==> config.mk <==
export PLATFORM = sky130hd
export DESIGN_NAME = edge_capture_interval_timer
export DESIGN_NICKNAME = d
export VERILOG_FILES = /design/src/edge_capture_interval_timer_pkg.sv /design/src/edge_capture_interval_timer.sv /design/src/edge_sync.sv
export SDC_FILE = /design/constraint.sdc
export NUM_CORES = 1
export LEC_CHECK = 0
export BUFFER_PORTS_ARGS = -buffer_cell sky130_fd_sc_hd__buf_4
export CORE_UTILIZATION = 57
export CTS_CLUSTER_DIAMETER = 150
export DETAILED_ROUTE_END_ITERATION = 8
export PLACE_DENSITY = 0.77
export SLEW_MARGIN = 10
export SYNTH_ARGS = -nofsm -noshare
export SYNTH_HDL_FRONTEND = slang
export SYNTH_SLANG_ARGS = --single-unit
==> constraint.sdc <==
create_clock -name clk -period 2.33 [get_ports clk]
set_clock_uncertainty 0.1 [all_clocks]
set_input_delay 0.233 -clock clk [delete_from_list [all_inputs] [get_ports clk]]
set_output_delay 0.233 -clock clk [all_outputs]
set_load 0.01 [all_outputs]
==> src/edge_capture_interval_timer_pkg.sv <==
// package for the edge capture and interval timer block
// assumes one 250 MHz clock and a word-per-register Avalon-MM slave port

package edge_capture_interval_timer_pkg;

  // register indices; byte address is four times the index
  localparam logic [5:0] CAP0_RISE_IDX = 6'h22;
  localparam logic [5:0] CAP1_RISE_IDX = 6'h23;
  localparam logic [5:0] CAP0_FALL_IDX = 6'h24;
  localparam logic [5:0] CAP1_FALL_IDX = 6'h25;
  localparam logic [5:0] IVL_COUNT_LOW_IDX = 6'h26;
  localparam logic [5:0] IVL_COUNT_HIGH_IDX = 6'h27;
  localparam logic [5:0] IVL_RELOAD_LOW_IDX = 6'h28;
  localparam logic [5:0] IVL_RELOAD_HIGH_IDX = 6'h29;
  localparam logic [5:0] TIMER_CFG_IDX = 6'h2A;
  localparam logic [5:0] CAP_IRQ_EN_IDX = 6'h2B;
  localparam logic [5:0] CAP_IRQ_FLAG_IDX = 6'h2C;

  // capture entry order: 0 in0 rise, 1 in0 fall, 2 in1 rise, 3 in1 fall
  localparam logic [5:0] CAP_INDEX [4] = '{CAP0_RISE_IDX, CAP0_FALL_IDX,
                                           CAP1_RISE_IDX, CAP1_FALL_IDX};

  // timer configuration field positions
  localparam int CFG_HOLD_BIT = 7;
  localparam int CFG_SEL_LSB = 4;
  localparam int CFG_WIDE_BIT = 3;
  localparam logic [7:0] CFG_WRITE_MASK = 8'hF8;

  // number of capture entries and widths of fields
  localparam int NUM_CAP = 4;
  localparam int SEL_W = 3;
  localparam int NIB_W = 4;

  // values after reset
  localparam logic [7:0] BYTE_RST = 8'h00;
  localparam logic [3:0] NIB_RST = 4'h0;

endpackage : edge_capture_interval_timer_pkg

==> src/edge_capture_interval_timer.sv <==
// edge capture registers and programmable interval timer
// assumes an Avalon-MM master on clk; edge pins and sample clock are asynchronous
`timescale 1ns/1ps
`default_nettype none

module edge_capture_interval_timer
  import edge_capture_interval_timer_pkg::*;
#(
  parameter int COUNT_W = 16,     // free-running counter width
  parameter int INTERVAL_W = 12   // interval timer width
) (
  // clock and reset
  input wire logic clk,
  input wire logic reset,
  // avalon-mm slave
  input wire logic [7:0] address,
  input wire logic read,
  input wire logic write,
  input wire logic [31:0] writedata,
  input wire logic [3:0] byteenable,
  output logic [31:0] readdata,
  output logic waitrequest,
  // external pins
  input wire logic edge_input_zero,
  input wire logic edge_input_one,
  input wire logic counter_sample_clock,
  // interrupt requests to the controller
  output logic capture0Irq,
  output logic capture1Irq,
  output logic intervalIrq
);

  // synchronised edge pulses
  logic in0Rise, in0Fall, in1Rise, in1Fall;
  logic tick;                         // one pulse per sample clock rise
  logic [2:0] pinVec;                 // pins into the synchroniser loop
  logic [2:0] riseVec, fallVec;       // edge pulses out of it

  // bus state
  logic busAck_r, busAck_nxt;         // second cycle of a transfer
  logic [31:0] readdata_r, readdata_nxt;
  logic [5:0] regIdx;                 // word index of the access
  logic wordOk;                       // aligned access
  logic rdFirst;                      // first cycle of a read, side effects here
  logic wrAcc;                        // write takes effect

  // control registers
  logic [7:0] cfg_r, cfg_nxt;         // hold, byte select, wide join
  logic [3:0] irqEn_r, irqEn_nxt;     // capture interrupt enables
  logic holdOn;                       // first-edge hold mode
  logic wideJoin;                     // capture zero extended to 16 bits
  logic [SEL_W-1:0] byteSel;          // counter window select

  // counter and interval timer
  logic [COUNT_W-1:0] cnt_r, cnt_nxt;
  logic [INTERVAL_W-1:0] ivl_r, ivl_nxt;
  logic [7:0] reloadLow_r, reloadLow_nxt;
  logic [NIB_W-1:0] reloadHigh_r, reloadHigh_nxt;
  logic [NIB_W-1:0] holdNib_r, holdNib_nxt;
  logic ivlIrq_r, ivlIrq_nxt;

  // capture results gathered from the per-entry blocks
  logic [7:0] capVal [NUM_CAP];
  logic [NUM_CAP-1:0] capFlag;
  logic [NUM_CAP-1:0] evt;            // status-setting events
  logic [7:0] window;                 // selected eight counter bits
  logic [1:0] capIrq_r, capIrq_nxt;

  // three asynchronous pins, each through two flops
  assign pinVec = {counter_sample_clock, edge_input_one, edge_input_zero};

  genvar p;
  generate
    for (p = 0; p < 3; p++) begin : g_pin
      edge_sync u_sync (
        .clk(clk),
        .reset(reset),
        .pinIn(pinVec[p]),
        .level(),
        .rise(riseVec[p]),
        .fall(fallVec[p])
      );
    end
  endgenerate

  assign in0Rise = riseVec[0];
  assign in0Fall = fallVec[0];
  assign in1Rise = riseVec[1];
  assign in1Fall = fallVec[1];
  assign tick = riseVec[2];

  // configuration fields
  assign holdOn = cfg_r[CFG_HOLD_BIT];
  assign wideJoin = cfg_r[CFG_WIDE_BIT];
  assign byteSel = cfg_r[CFG_SEL_LSB +: SEL_W];

  // window slides up one bit per select step
  assign window = 8'(cnt_r >> byteSel);

  // capture one is silenced while joined to capture zero
  assign evt = {in1Fall & ~wideJoin, in1Rise & ~wideJoin, in0Fall, in0Rise};

  // bus decode
  assign regIdx = address[7:2];
  assign wordOk = (address[1:0] == 2'h0);
  assign rdFirst = read & ~busAck_r & wordOk;
  assign wrAcc = write & busAck_r & wordOk & byteenable[0];

  // one wait cycle on every access
  assign waitrequest = (read | write) & ~busAck_r;
  assign readdata = readdata_r;

  // per-entry capture register, hold lock and status flag
  genvar i;
  generate
    for (i = 0; i < NUM_CAP; i++) begin : g_cap
      logic [7:0] val_r, val_nxt;     // captured time
      logic lock_r, lock_nxt;         // first edge held, awaiting read
      logic flag_r, flag_nxt;         // status bit
      logic load;                     // this register loads now
      logic lockSrc;                  // lock that governs the load
      logic readHit;                  // software reads this register
      logic [7:0] sample;             // bits to store

      // entry 2/3 follow entry 0/1 when joined
      if (i < 2) begin : g_low
        assign load = evt[i];
        assign lockSrc = lock_r;
        // zero registers hold the low byte when joined
        assign sample = wideJoin ? cnt_r[7:0] : window;
      end else begin : g_high
        assign load = wideJoin ? evt[i-2] : evt[i];
        assign lockSrc = wideJoin ? g_cap[i-2].lock_r : lock_r;
        // high byte when joined, else own input window
        assign sample = wideJoin ? cnt_r[15:8] : window;
      end

      assign readHit = rdFirst & (regIdx == CAP_INDEX[i]);

      // next values of this entry
      always_comb begin
        val_nxt = val_r;
        lock_nxt = lock_r;
        // a held first edge blocks later loads until read
        if (load && !(holdOn && lockSrc)) begin
          val_nxt = sample;
        end
        // reading releases the hold
        if (readHit) begin
          lock_nxt = 1'b0;
        end
        // a load in hold mode locks, winning over a read release
        if (load && holdOn) begin
          lock_nxt = 1'b1;
        end
        // write one clears, write zero
        flag_nxt = flag_r;
        if (wrAcc && regIdx == CAP_IRQ_FLAG_IDX && writedata[i]) begin
          flag_nxt = 1'b0;
        end
        // an edge sets its flag, set wins over clear
        if (evt[i]) begin
          flag_nxt = 1'b1;
        end
      end

      // register this entry
      always_ff @(posedge clk) begin
        if (reset) begin
          val_r <= BYTE_RST;
          lock_r <= 1'b0;
          flag_r <= 1'b0;
        end else begin
          val_r <= val_nxt;
          lock_r <= lock_nxt;
          flag_r <= flag_nxt;
        end
      end

      assign capVal[i] = val_r;
      assign capFlag[i] = flag_r;
    end
  endgenerate

  // counter, interval timer and interrupt next values
  always_comb begin
    cnt_nxt = cnt_r;
    ivl_nxt = ivl_r;
    ivlIrq_nxt = 1'b0;
    holdNib_nxt = holdNib_r;
    // counter advances only on sample clock ticks
    if (tick) begin
      cnt_nxt = cnt_r + 1'b1;
      // count down, reload and pulse at terminal count
      if (ivl_r == '0) begin
        ivl_nxt = {reloadHigh_r, reloadLow_r};
        ivlIrq_nxt = 1'b1;
      end else begin
        ivl_nxt = ivl_r - 1'b1;
      end
    end
    // low byte read freezes the upper nibble for a coherent pair
    if (rdFirst && regIdx == IVL_COUNT_LOW_IDX) begin
      holdNib_nxt = ivl_r[INTERVAL_W-1:8];
    end
    // each capture pair raises its request when flag and enable agree
    capIrq_nxt[0] = |(capFlag[1:0] & irqEn_r[1:0]);
    capIrq_nxt[1] = |(capFlag[3:2] & irqEn_r[3:2]);
  end

  // register counter, interval timer and requests
  always_ff @(posedge clk) begin
    if (reset) begin
      cnt_r <= '0;
      ivl_r <= '0;
      ivlIrq_r <= 1'b0;
      holdNib_r <= NIB_RST;
      capIrq_r <= 2'h0;
    end else begin
      cnt_r <= cnt_nxt;
      ivl_r <= ivl_nxt;
      ivlIrq_r <= ivlIrq_nxt;
      holdNib_r <= holdNib_nxt;
      capIrq_r <= capIrq_nxt;
    end
  end

  assign capture0Irq = capIrq_r[0];
  assign capture1Irq = capIrq_r[1];
  assign intervalIrq = ivlIrq_r;

  // writable registers next values
  always_comb begin
    cfg_nxt = cfg_r;
    irqEn_nxt = irqEn_r;
    reloadLow_nxt = reloadLow_r;
    reloadHigh_nxt = reloadHigh_r;
    if (wrAcc) begin
      case (regIdx)
        TIMER_CFG_IDX: begin
          cfg_nxt = writedata[7:0] & CFG_WRITE_MASK;
        end
        // enables for the four capture interrupts
        CAP_IRQ_EN_IDX: begin
          irqEn_nxt = writedata[3:0];
        end
        // low byte first, then the nibble
        IVL_RELOAD_LOW_IDX: begin
          reloadLow_nxt = writedata[7:0];
        end
        IVL_RELOAD_HIGH_IDX: begin
          reloadHigh_nxt = writedata[3:0];
        end
        default: begin
          // read-only or unmapped: ignored
        end
      endcase
    end
  end

  // register writable state
  always_ff @(posedge clk) begin
    if (reset) begin
      cfg_r <= BYTE_RST;
      irqEn_r <= NIB_RST;
      reloadLow_r <= BYTE_RST;
      reloadHigh_r <= NIB_RST;
    end else begin
      cfg_r <= cfg_nxt;
      irqEn_r <= irqEn_nxt;
      reloadLow_r <= reloadLow_nxt;
      reloadHigh_r <= reloadHigh_nxt;
    end
  end

  // bus handshake and read data next values
  always_comb begin
    busAck_nxt = (read | write) & ~busAck_r;
    readdata_nxt = readdata_r;
    if (read && !busAck_r) begin
      readdata_nxt = 32'h0000_0000;
      if (wordOk) begin
        case (regIdx)
          CAP0_RISE_IDX: readdata_nxt[7:0] = capVal[0];
          CAP0_FALL_IDX: readdata_nxt[7:0] = capVal[1];
          CAP1_RISE_IDX: readdata_nxt[7:0] = capVal[2];
          CAP1_FALL_IDX: readdata_nxt[7:0] = capVal[3];
          IVL_COUNT_LOW_IDX: readdata_nxt[7:0] = ivl_r[7:0];
          // held nibble, reserved bits zero
          IVL_COUNT_HIGH_IDX: readdata_nxt[3:0] = holdNib_r;
          IVL_RELOAD_LOW_IDX: readdata_nxt[7:0] = reloadLow_r;
          IVL_RELOAD_HIGH_IDX: readdata_nxt[3:0] = reloadHigh_r;
          TIMER_CFG_IDX: readdata_nxt[7:0] = cfg_r;
          CAP_IRQ_EN_IDX: readdata_nxt[3:0] = irqEn_r;
          // status bits, upper bits reserved
          CAP_IRQ_FLAG_IDX: readdata_nxt[3:0] = capFlag;
          default: readdata_nxt = 32'h0000_0000;
        endcase
      end
    end
  end

  // register bus state
  always_ff @(posedge clk) begin
    if (reset) begin
      busAck_r <= 1'b0;
      readdata_r <= 32'h0000_0000;
    end else begin
      busAck_r <= busAck_nxt;
      readdata_r <= readdata_nxt;
    end
  end

endmodule // edge_capture_interval_timer

`default_nettype wire

==> src/edge_sync.sv <==
// two-flop synchroniser with edge detection for one pin
// assumes the pin is asynchronous to clk; pulses last one clock
`timescale 1ns/1ps
`default_nettype none

module edge_sync (
  // clock and reset
  input wire logic clk,
  input wire logic reset,
  // pin from outside
  input wire logic pinIn,
  // synchronised level and edge pulses
  output logic level,
  output logic rise,
  output logic fall
);

  logic meta_r, meta_nxt;   // first stage, read only by the second
  logic sync_r, sync_nxt;   // second stage, safe level
  logic prev_r, prev_nxt;   // delayed copy for edge detection

  // next values of the chain
  always_comb begin
    meta_nxt = pinIn;
    sync_nxt = meta_r;
    prev_nxt = sync_r;
  end

  // register the chain
  always_ff @(posedge clk) begin
    if (reset) begin
      meta_r <= 1'b0;
      sync_r <= 1'b0;
      prev_r <= 1'b0;
    end else begin
      meta_r <= meta_nxt;
      sync_r <= sync_nxt;
      prev_r <= prev_nxt;
    end
  end

  // edges seen only after both stages
  assign level = sync_r;
  assign rise = sync_r & ~prev_r;
  assign fall = ~sync_r & prev_r;

endmodule // edge_sync

`default_nettype wire

Word level (Yosys, flattened, before mapping)
Cells that the tools add are included.
{"block": "totals", "romBits": 0, "ram_bits": 0, "n_memories": 0, "ff_bits": 138, "latch_bits": 0}
{"block": "op_classes", "n_eq_ne": 11, "n_mux": 27, "n_div": 0, "reduce_logical": 41, "n_mul": 0, "addsub": 2, "n_lt_le_gt_ge": 0, "shift": 1, "bitwise": 28}
{"cell": "$eq 6x6->1 const B", "count": 11}
{"cell": "$pmux 4 s11", "count": 1}
{"cell": "$pmux 4 s7", "count": 1}
{"cell": "$mux 8", "count": 3}
{"cell": "$mux 1", "count": 21}
{"cell": "$logic_and 1x1->1", "count": 19}
{"cell": "$and 1x1->1", "count": 17}
{"cell": "$add 16x1->16 const B", "count": 1}
{"cell": "$reduce_bool 2->1", "count": 8}
{"cell": "$shr 16x3->8", "count": 1}
{"cell": "$logic_not 12->1", "count": 1}
{"cell": "$mux 12", "count": 1}
{"cell": "$sub 12x1->12 const B", "count": 1}
{"cell": "$not 1->1", "count": 8}
{"cell": "$reduce_and 2->1", "count": 4}
{"cell": "$reduce_or 2->1", "count": 3}
{"cell": "$logic_not 1->1", "count": 5}
{"cell": "$and 2x2->2", "count": 2}
{"cell": "$logic_not 2->1", "count": 1}
{"cell": "$or 1x1->1", "count": 1}

Depth between registers and ports, before layout
Gate-level depths: netlist of the first run.
{"block": "depth", "depth_word": 7, "mapped_depth": 8, "ltp_nobuf": 7}

Modules after synthesis
A second synthesis of the first run with hierarchy kept.
{"block": "unflattened", "cells_unflattened": 674, "hier_area_um2": 5987.0}
{"mod": "edge_capture_interval_timer", "seq_area_each_um2": 2102.0, "instances": 1, "cells_each": 650, "area_each_um2": 5713.0}
{"mod": "edge_sync", "seq_area_each_um2": 60.1, "instances": 3, "cells_each": 8, "area_each_um2": 91.3}

Least setup slack after synthesis of the first run
Ideal clock, no wire load.
{"block": "synth_path", "path_type": "reg2reg", "startpoint": "register cfg_r[6]", "endpoint": "register g_cap[0].val_r[0]", "setup_time_ps": 72, "t_required_ps": 2158, "stages_incl_launch_ff": 8, "setup_slack_ps": 513, "t_arrival_ps": 1645, "n_path_buf": 2, "path_cell_list": "dfxtp_1 -> buf_6 -> buf_12 -> mux2i_1 -> mux4_2 -> or3_4 -> o21a_1 -> mux2i_1"}
{"block": "synth_via", "elab_chain_cells": 2}
{"item": "start, declared", "line": "edge_capture_interval_timer.sv:48", "rtl": "logic [7:0] cfg_r, cfg_nxt;"}
{"item": "start signal, assigned", "line": "edge_capture_interval_timer.sv:269", "rtl": "cfg_r <= cfg_nxt;"}
{"item": "$shr 16x3->8", "line": "edge_capture_interval_timer.sv:98", "rtl": "assign window = 8'(cnt_r >> byteSel);"}
{"item": "$mux 8", "line": "edge_capture_interval_timer.sv:130", "rtl": "assign sample = wideJoin ? cnt_r[7:0] : window;"}
{"item": "end signal, assigned", "line": "edge_capture_interval_timer.sv:174", "rtl": "val_r <= val_nxt;"}
{"item": "end, declared", "line": "edge_capture_interval_timer.sv:117", "rtl": "logic [7:0] val_r, val_nxt;"}
No other way between the ends.
A chain may end at the register's enable or synchronous reset.

Final worst setup path of the first run
Same ends and word-level chain as after synthesis.

==> flow_summary.json, run 1 <==
{
  "synthCells": 683,
  "overflow": 0,
  "grt_pass1_wl_mm": 26.01,
  "total_core_area_um2": 9819,
  "worst_ep_required_time_ns": 2.68,
  "power.ir.vdd_worst_v": 0.0005520,
  "final_layout_size_suffix_gt1_share_pct": 15.97,
  "cts_buffer_depth": 2,
  "fin_crit_sh_pct": 91.25,
  "drtAntennaViolNets": 0,
  "drt-wirelength-per-cell_um": 18.56,
  "timing.final.max_slew_violations": 0,
  "grt_use_total_pct": 32.61,
  "timing.critical_path.from_type": "register",
  "timing.max_cap.violations": 0,
  "synth.area.top_cells": "sky130_fd_sc_hd__dfxtp_1, sky130_fd_sc_hd__nand2_1, sky130_fd_sc_hd__mux2i_1",
  "pwr-share-comb_pct": 10.2,
  "syn_area_per_cell_um2": 8.491,
  "finalSetupViolCount": 0,
  "post-route-drc-count": 0,
  "critical_path_peak_fanout": 9,
  "grt_antenna_before_repair": 0,
  "tritoncts": "done",
  "number_of_enable_flip_flop_cells_after_synthesis": 0,
  "synth_area_leader_cell": "sky130_fd_sc_hd__dfxtp_1",
  "floorplan.initialDensity_pct": 59.06,
  "max_slew_headroom_at_the_worst_pin_pct": 60.55,
  "synthDominantCellAreaShare_pct": 39.35,
  "first_pass_iters": 5,
  "crit_path_end_kind": "register",
  "ys.warnings.count": 0,
  "clock_power_share_pct": 51.4,
  "crit_arrival_ns": 2.48,
  "drt_iter0_drc": 596,
  "async_flop_share_pct": 0,
  "clock_tree.root_cell": "sky130_fd_sc_hd__clkbuf_8",
  "regArea_um2": 2282,
  "yosysMostFrequentCell": "sky130_fd_sc_hd__dfxtp_1",
  "status": "completed",
  "place_hpwl_mm": 10.82,
  "final-hold-violation-count": 0,
  "leakage_uw": 0.002483,
  "synth-main-ff-cell": "sky130_fd_sc_hd__dfxtp_1",
  "die_w_um": 102.9,
  "num-fill-cells": 748,
  "finalCriticalPeriod_ns": 2.126,
  "number_of_global_route_vias_before_repair": 5108,
  "worst_skew_pair.late_latency_ns": 0.53,
  "ys_ff_latch": 114,
  "worstMarginPinSlew_ns": 0.5855,
  "final.hold.worst_slack_ns": 0.08489,
  "yosys.cell_types.count": 68,
  "drt-total-wl_mm": 16.30,
  "tritoncts.num_buffers": 17,
  "grt_max_degree": 46,
  "power.share.sequential_pct": 38.4,
  "netSwitchingFraction_pct": 25.09,
  "place_congestion": 0.9449,
  "cts_sinks": 114,
  "area_growth_syn_to_layout_pct": 19.05,
  "post_synth_most_frequent_cells": "sky130_fd_sc_hd__dfxtp_1, sky130_fd_sc_hd__nand2_1, sky130_fd_sc_hd__o21ai_0",
  "clock_tree.htree_level_count": 4,
  "viasPerCell": 6.309,
  "vias": 5539,
  "num_io_pins": 87,
  "fin_tns_setup_ns": 0,
  "port_buffers": 35,
  "critical_path_class": "reg -> reg",
  "path_clk_slew_ns": 0.06,
  "area_of_combinational_cells_with_multiple_inputs_um2": 3183,
  "ys_seq_area_share_pct": 39.35,
  "power.switching_uw": 1338,
  "cts.repair_timing.setup_buffer_count": 0,
  "antenna_cells_inserted": 0,
  "power.internal_uw": 3997,
  "floorplan.die_area_um2": 10580,
  "nNetsFinal": 786,
  "die_height_um": 102.9,
  "synth.cell_area_um2": 5799,
  "achievable-frequency_mhz": 470.4,
  "placement_rows": 36,
  "rsz0062_at_grt": "no",
  "hp-class": "in -> reg",
  "post_cts_resize_count": 0,
  "power.density_cell_area_nw_per_um2": 772.7
}
[power groups by stage]
| stage | Clock [uW] | Combinational (uW) | Sequential, uW |
|---|---|---|---|
| floorplan | 0 | 381 | 2070 |
| global placement | 0 | 497 | 2090 |
| detailed placement | 0 | 511 | 2090 |
| CTS | 2730 | 536 | 2050 |
| global route | 2830 | 597 | 2050 |
| finish | 2740 | 545 | 2050 |
[timing repair]
action / in CTS / in global routing
hold buffers: 14 / 0
hold endpoints to repair: 33 / 0
endpoints found under the setup margin: 0 / 0
[per-stage QoR]
stage                     power [uW]  worst slack [ns]  cell area (um2)  std cells  util (%)
after CTS                       5315            0.2194             6904        878     70.31
after global placement          2584            0.3362             6147        832     62.60
after global routing            5479            0.1180             6904        878     70.31
after detailed placement        2599            0.2590             6147        832     62.60
after floorplan                 2452            0.5134             5886        706         -
final                           5335            0.2040             6904        878     70.31
[critical path, cell delays in order, from the launching register on]
cell and delay, ns:
sky130_fd_sc_hd__dfxtp_1 0.58, sky130_fd_sc_hd__mux2i_1 0.20, sky130_fd_sc_hd__mux4_2 0.49, sky130_fd_sc_hd__or3_4 0.36, sky130_fd_sc_hd__o21a_1 0.15, sky130_fd_sc_hd__mux2i_1 0.16
[kinds of logic (layout without fill, tap and decap cells)]
group	Yosys count	after routing	share of synthesized area, %
adder cells (fa/ha/maj)	3	3	0.6473
multiplexers	43	43	9.040
flip-flops	114	114	39.35
AND/OR/NAND/NOR	251	251	21.79
XOR/XNOR	14	14	2.114
AO/OA/AOI/OAI	178	178	19.66
buffers and inverters	79	118	7.336
other	1	24	0.06466
[path summary, 6_finish.rpt]
check	slack, ns	cells past startpoint	to	startpoint
hold / removal	0.08	4	g_cap[2].lock_r$_SDFFE_PP0P_	address[1]
setup reg to reg	0.20	5	g_cap[0].val_r[0]$_SDFFE_PP0P_	cfg_r[6]$_SDFFE_PP0P_
hold reg to reg	0.34	1	g_pin[1].u_sync.level$_SDFF_PP0_	g_pin[1].u_sync.meta_r$_SDFF_PP0_
setup / recovery	0.20	5	g_cap[0].val_r[0]$_SDFFE_PP0P_	cfg_r[6]$_SDFFE_PP0P_
[routing by layer]
| layer | global-route usage [%] | share of wire (%) |
|---|---|---|
| met5 | 0 | 0 |
| met4 | 13.33 | 3.2 |
| met3 | 7.322 | 9.1 |
| met1 | 43.66 | 42 |
| met2 | 50.97 | 46 |
[layout make-up]
type | instances | share of cell area [%]
Clock buffer | 19 | 6.252
Sequential cell | 114 | 33.06
Multi-Input combinational cell | 513 | 46.10
Clock inverter | 13 | 2.682
Inverter | 10 | 0.5437
Tap cell | 133 | 2.410
Timing Repair Buffer | 76 | 8.953
[flip-flops by register name (all words and copies together), names as in the netlist]
register and count:
intervalIrq 1, g_pin.u_sync.prev_r 3, reloadHigh_r 4, busAck_r 1, readdata 8, capIrq_r 2
g_cap.val_r 32, holdNib_r 4, cfg_r 5, cnt_r 16, g_pin.u_sync.level 3, irqEn_r 4
reloadLow_r 8, g_cap.flag_r 4, g_pin.u_sync.meta_r 3, g_cap.lockSrc 2, ivl_r 12, g_cap.lock_r 2
[cell usage in the layout, fill, tap and decap left out, drive strengths merged, types with 4 or more instances in the layout]
cell type      n
dlygate4sd3   14
dfxtp        114
mux2i         28
nand3         38
conb          24
a22o           7
a21oi         38
bufinv         4
o21ai         46
a21boi         5
a221oi         8
clkbuf        19
a32oi          4
nor2b         16
xnor2          6
clkinv         4
nor3b          6
a211oi         4
and3           5
nand2         91
mux2           9
mux4           6
buf           62
inv           10
nand2b         9
a31oi         32
clkinvlp       5
nor3          15
xor2           8
a22oi         10
nor2          44
and2           6
Power figures use the tool's default switching activity.
==> inputs of run 2 (changes only) <==
CORE_ASPECT_RATIO = 1.4   (was not set)
CORE_UTILIZATION = 58   (was 57)
PLACE_DENSITY = 0.78   (was 0.77)
SYNTH_HIERARCHICAL = 1   (was not set)
==> flow_summary.json, run 2 <==
{
  "timing.reg2reg.worst_path_depth": 4,
  "drtAntennaViolNets": 0,
  "postLayoutCellArea_um2": 7053,
  "largest_registers": "g_cap.val_r (32), cnt_r (16), ivl_r (12)",
  "cp.buffers_inverters": 0,
  "routed-wl-met2_mm": 8.218,
  "highest-signal-layer": "met4",
  "terminating_pin_of_the_worst_hold_path": "busAck_r$_SDFF_PP0_",
  "clock_tree.root_cell": "sky130_fd_sc_hd__clkbuf_16",
  "grt_pass1_wl_mm": 25.87,
  "m1WireLength_mm": 6.108,
  "achievable-frequency_mhz": 477.8,
  "cts.repair_timing.setup_buffer_count": 0,
  "floorplan.die_area_um2": 10730,
  "cts_buffer_depth": 2,
  "worstMarginPinSlew_ns": 0.6273,
  "tritoncts": "done",
  "crit_path_end_kind": "register",
  "timing.final.max_slew_violations": 0,
  "crit_arrival_ns": 2.28,
  "finalCriticalPeriod_ns": 2.093,
  "critical_path_class": "reg -> reg",
  "holdBufCountCts": 10,
  "hold_depth": 3,
  "place_congestion": 0.9033,
  "number_of_global_route_vias_before_repair": 5264,
  "regToRegSetupSlack_ns": 0.24,
  "worst_ep_required_time_ns": 2.52,
  "worst_hold_startpoint": "write",
  "final_cell_mix": "sky130_fd_sc_hd__dfxtp_1, sky130_fd_sc_hd__buf_4, sky130_fd_sc_hd__nor2_1, sky130_fd_sc_hd__mux2i_1, sky130_fd_sc_hd__a21oi_1",
  "post-route-drc-count": 0,
  "power.density_cell_area_nw_per_um2": 757.6,
  "finalSetupViolCount": 0,
  "timing.max_cap.violations": 0,
  "die_height_um": 122.2,
  "ys.warnings.count": 6,
  "cts_sinks": 114,
  "fin_tns_setup_ns": 0,
  "num_io_pins": 87,
  "placement_rows": 43,
  "grt_antenna_before_repair": 0,
  "drt-wirelength-per-cell_um": 18.74,
  "status": "completed",
  "wl_met3_um": 800,
  "synthCells": 673,
  "rsz0062_at_grt": "no",
  "viasPerCell": 6.145,
  "floorplan.initialDensity_pct": 60.09,
  "nNetsFinal": 764,
  "area_growth_syn_to_layout_pct": 17.93,
  "dpl_cell_area_um2": 6301,
  "critical_r2r_capture": "g_cap[1].val_r[4]$_SDFFE_PP0P_",
  "vias": 5272,
  "path_clk_slew_ns": 0.05,
  "drt-total-wl_mm": 16.08,
  "largest_register_ffs": 32,
  "final-hold-violation-count": 0,
  "timing.critical_path.slowest_cell_delay_ns": 0.71,
  "first_pass_iters": 5,
  "clock_tree.htree_level_count": 4,
  "drt_iter0_drc": 405,
  "core_occupancy_in_the_finished_layout_pct": 70.86,
  "total_core_area_um2": 9953,
  "cp_slowest_cell": "sky130_fd_sc_hd__dfxtp_1",
  "overflow": 0,
  "synth.cell_area_um2": 5981,
  "worst_skew_pair.late_latency_ns": 0.41,
  "critical_path.cell_chain": "mux2i_1 -> mux2_2 -> a22o_1 -> o41ai_1",
  "post_cts_resize_count": 0,
  "grt_max_degree": 49,
  "power.ir.vdd_worst_v": 0.0004856,
  "timing.rr.start": "cfg_r[6]$_SDFFE_PP0P_",
  "max_slew_headroom_at_the_worst_pin_pct": 58.12,
  "hp-class": "in -> reg",
  "port_buffers": 35,
  "leakage_uw": 0.002828,
  "tritoncts.num_buffers": 17,
  "max_flop_register": "g_cap.val_r",
  "timing.critical_path.from_type": "register",
  "layout.cells.most_common": "sky130_fd_sc_hd__dfxtp_1",
  "place_hpwl_mm": 11.37,
  "critPathTopFamily": "flip-flops",
  "critical_path_peak_fanout": 13,
  "grt_use_total_pct": 32.23,
  "syn_area_per_cell_um2": 8.887,
  "fin_crit_sh_pct": 89.82,
  "antenna_cells_inserted": 0,
  "die_w_um": 87.82,
  "final_layout_size_suffix_gt1_share_pct": 17.01
}
[run 2: per-layer routing]
metal  up-vias  GRT usage (%)
met5         -              0
met4         0          21.52
met3        63          7.927
met2       222          54.26
met1      2506          35.34
li1       2481              -
[run 2: worst max-delay path by stage]
| stage | start | to | slack, ns | cells after the start |
|---|---|---|---|---|
| floorplan | busAck_r$_SDFF_PP0_ | readdata[2]$_SDFFE_PP0P_ | 0.36 | 5 |
| global placement | address[1] | readdata[2]$_SDFFE_PP0P_ | 0.31 | 5 |
| detailed placement | address[1] | readdata[2]$_SDFFE_PP0P_ | 0.28 | 5 |
| CTS | cfg_r[6]$_SDFFE_PP0P_ | g_cap[1].val_r[4]$_SDFFE_PP0P_ | 0.27 | 4 |
| global route | cfg_r[6]$_SDFFE_PP0P_ | g_cap[0].val_r[4]$_SDFFE_PP0P_ | 0.12 | 4 |
| finish | cfg_r[6]$_SDFFE_PP0P_ | g_cap[1].val_r[4]$_SDFFE_PP0P_ | 0.24 | 4 |
[run 2: report_power, final]
| group | total [uW] | internal [uW] | switching, uW |
|---|---|---|---|
| clock network | 2850 | 1930 | 919 |
| logic | 484 | 190 | 294 |
| registers | 2010 | 1980 | 30.5 |
[run 2: final cells by class]
class / instances / area, um2
Inverter: 12 / 45.04
Fill cell: 761 / 2900
Clock buffer: 20 / 446.7
Tap cell: 135 / 168.9
Sequential cell: 114 / 2282
Timing Repair Buffer: 70 / 550.5
Multi-Input combinational cell: 495 / 3354
Clock inverter: 12 / 205.2
[run 2: per-stage QoR]
step	instances	hold slack (ns)	worst slack (ns)	power, uW
6_report	858	0.009606	0.2373	5344
4_1_cts	858	0.001623	0.2715	5354
5_1_grt	858	0.005253	0.1233	5506
3_3_place_gp	816	0.3151	0.3070	2493
2_1_floorplan	696	0.2046	0.3555	2367
3_5_place_dp	816	0.3261	0.2795	2507
[run 2: worst reg2reg max path, cell delays in order, from the launching register on]
cell	delay [ns]
sky130_fd_sc_hd__dfxtp_1	0.71
sky130_fd_sc_hd__mux2i_1	0.17
sky130_fd_sc_hd__mux2_2	0.30
sky130_fd_sc_hd__a22o_1	0.30
sky130_fd_sc_hd__o41ai_1	0.40
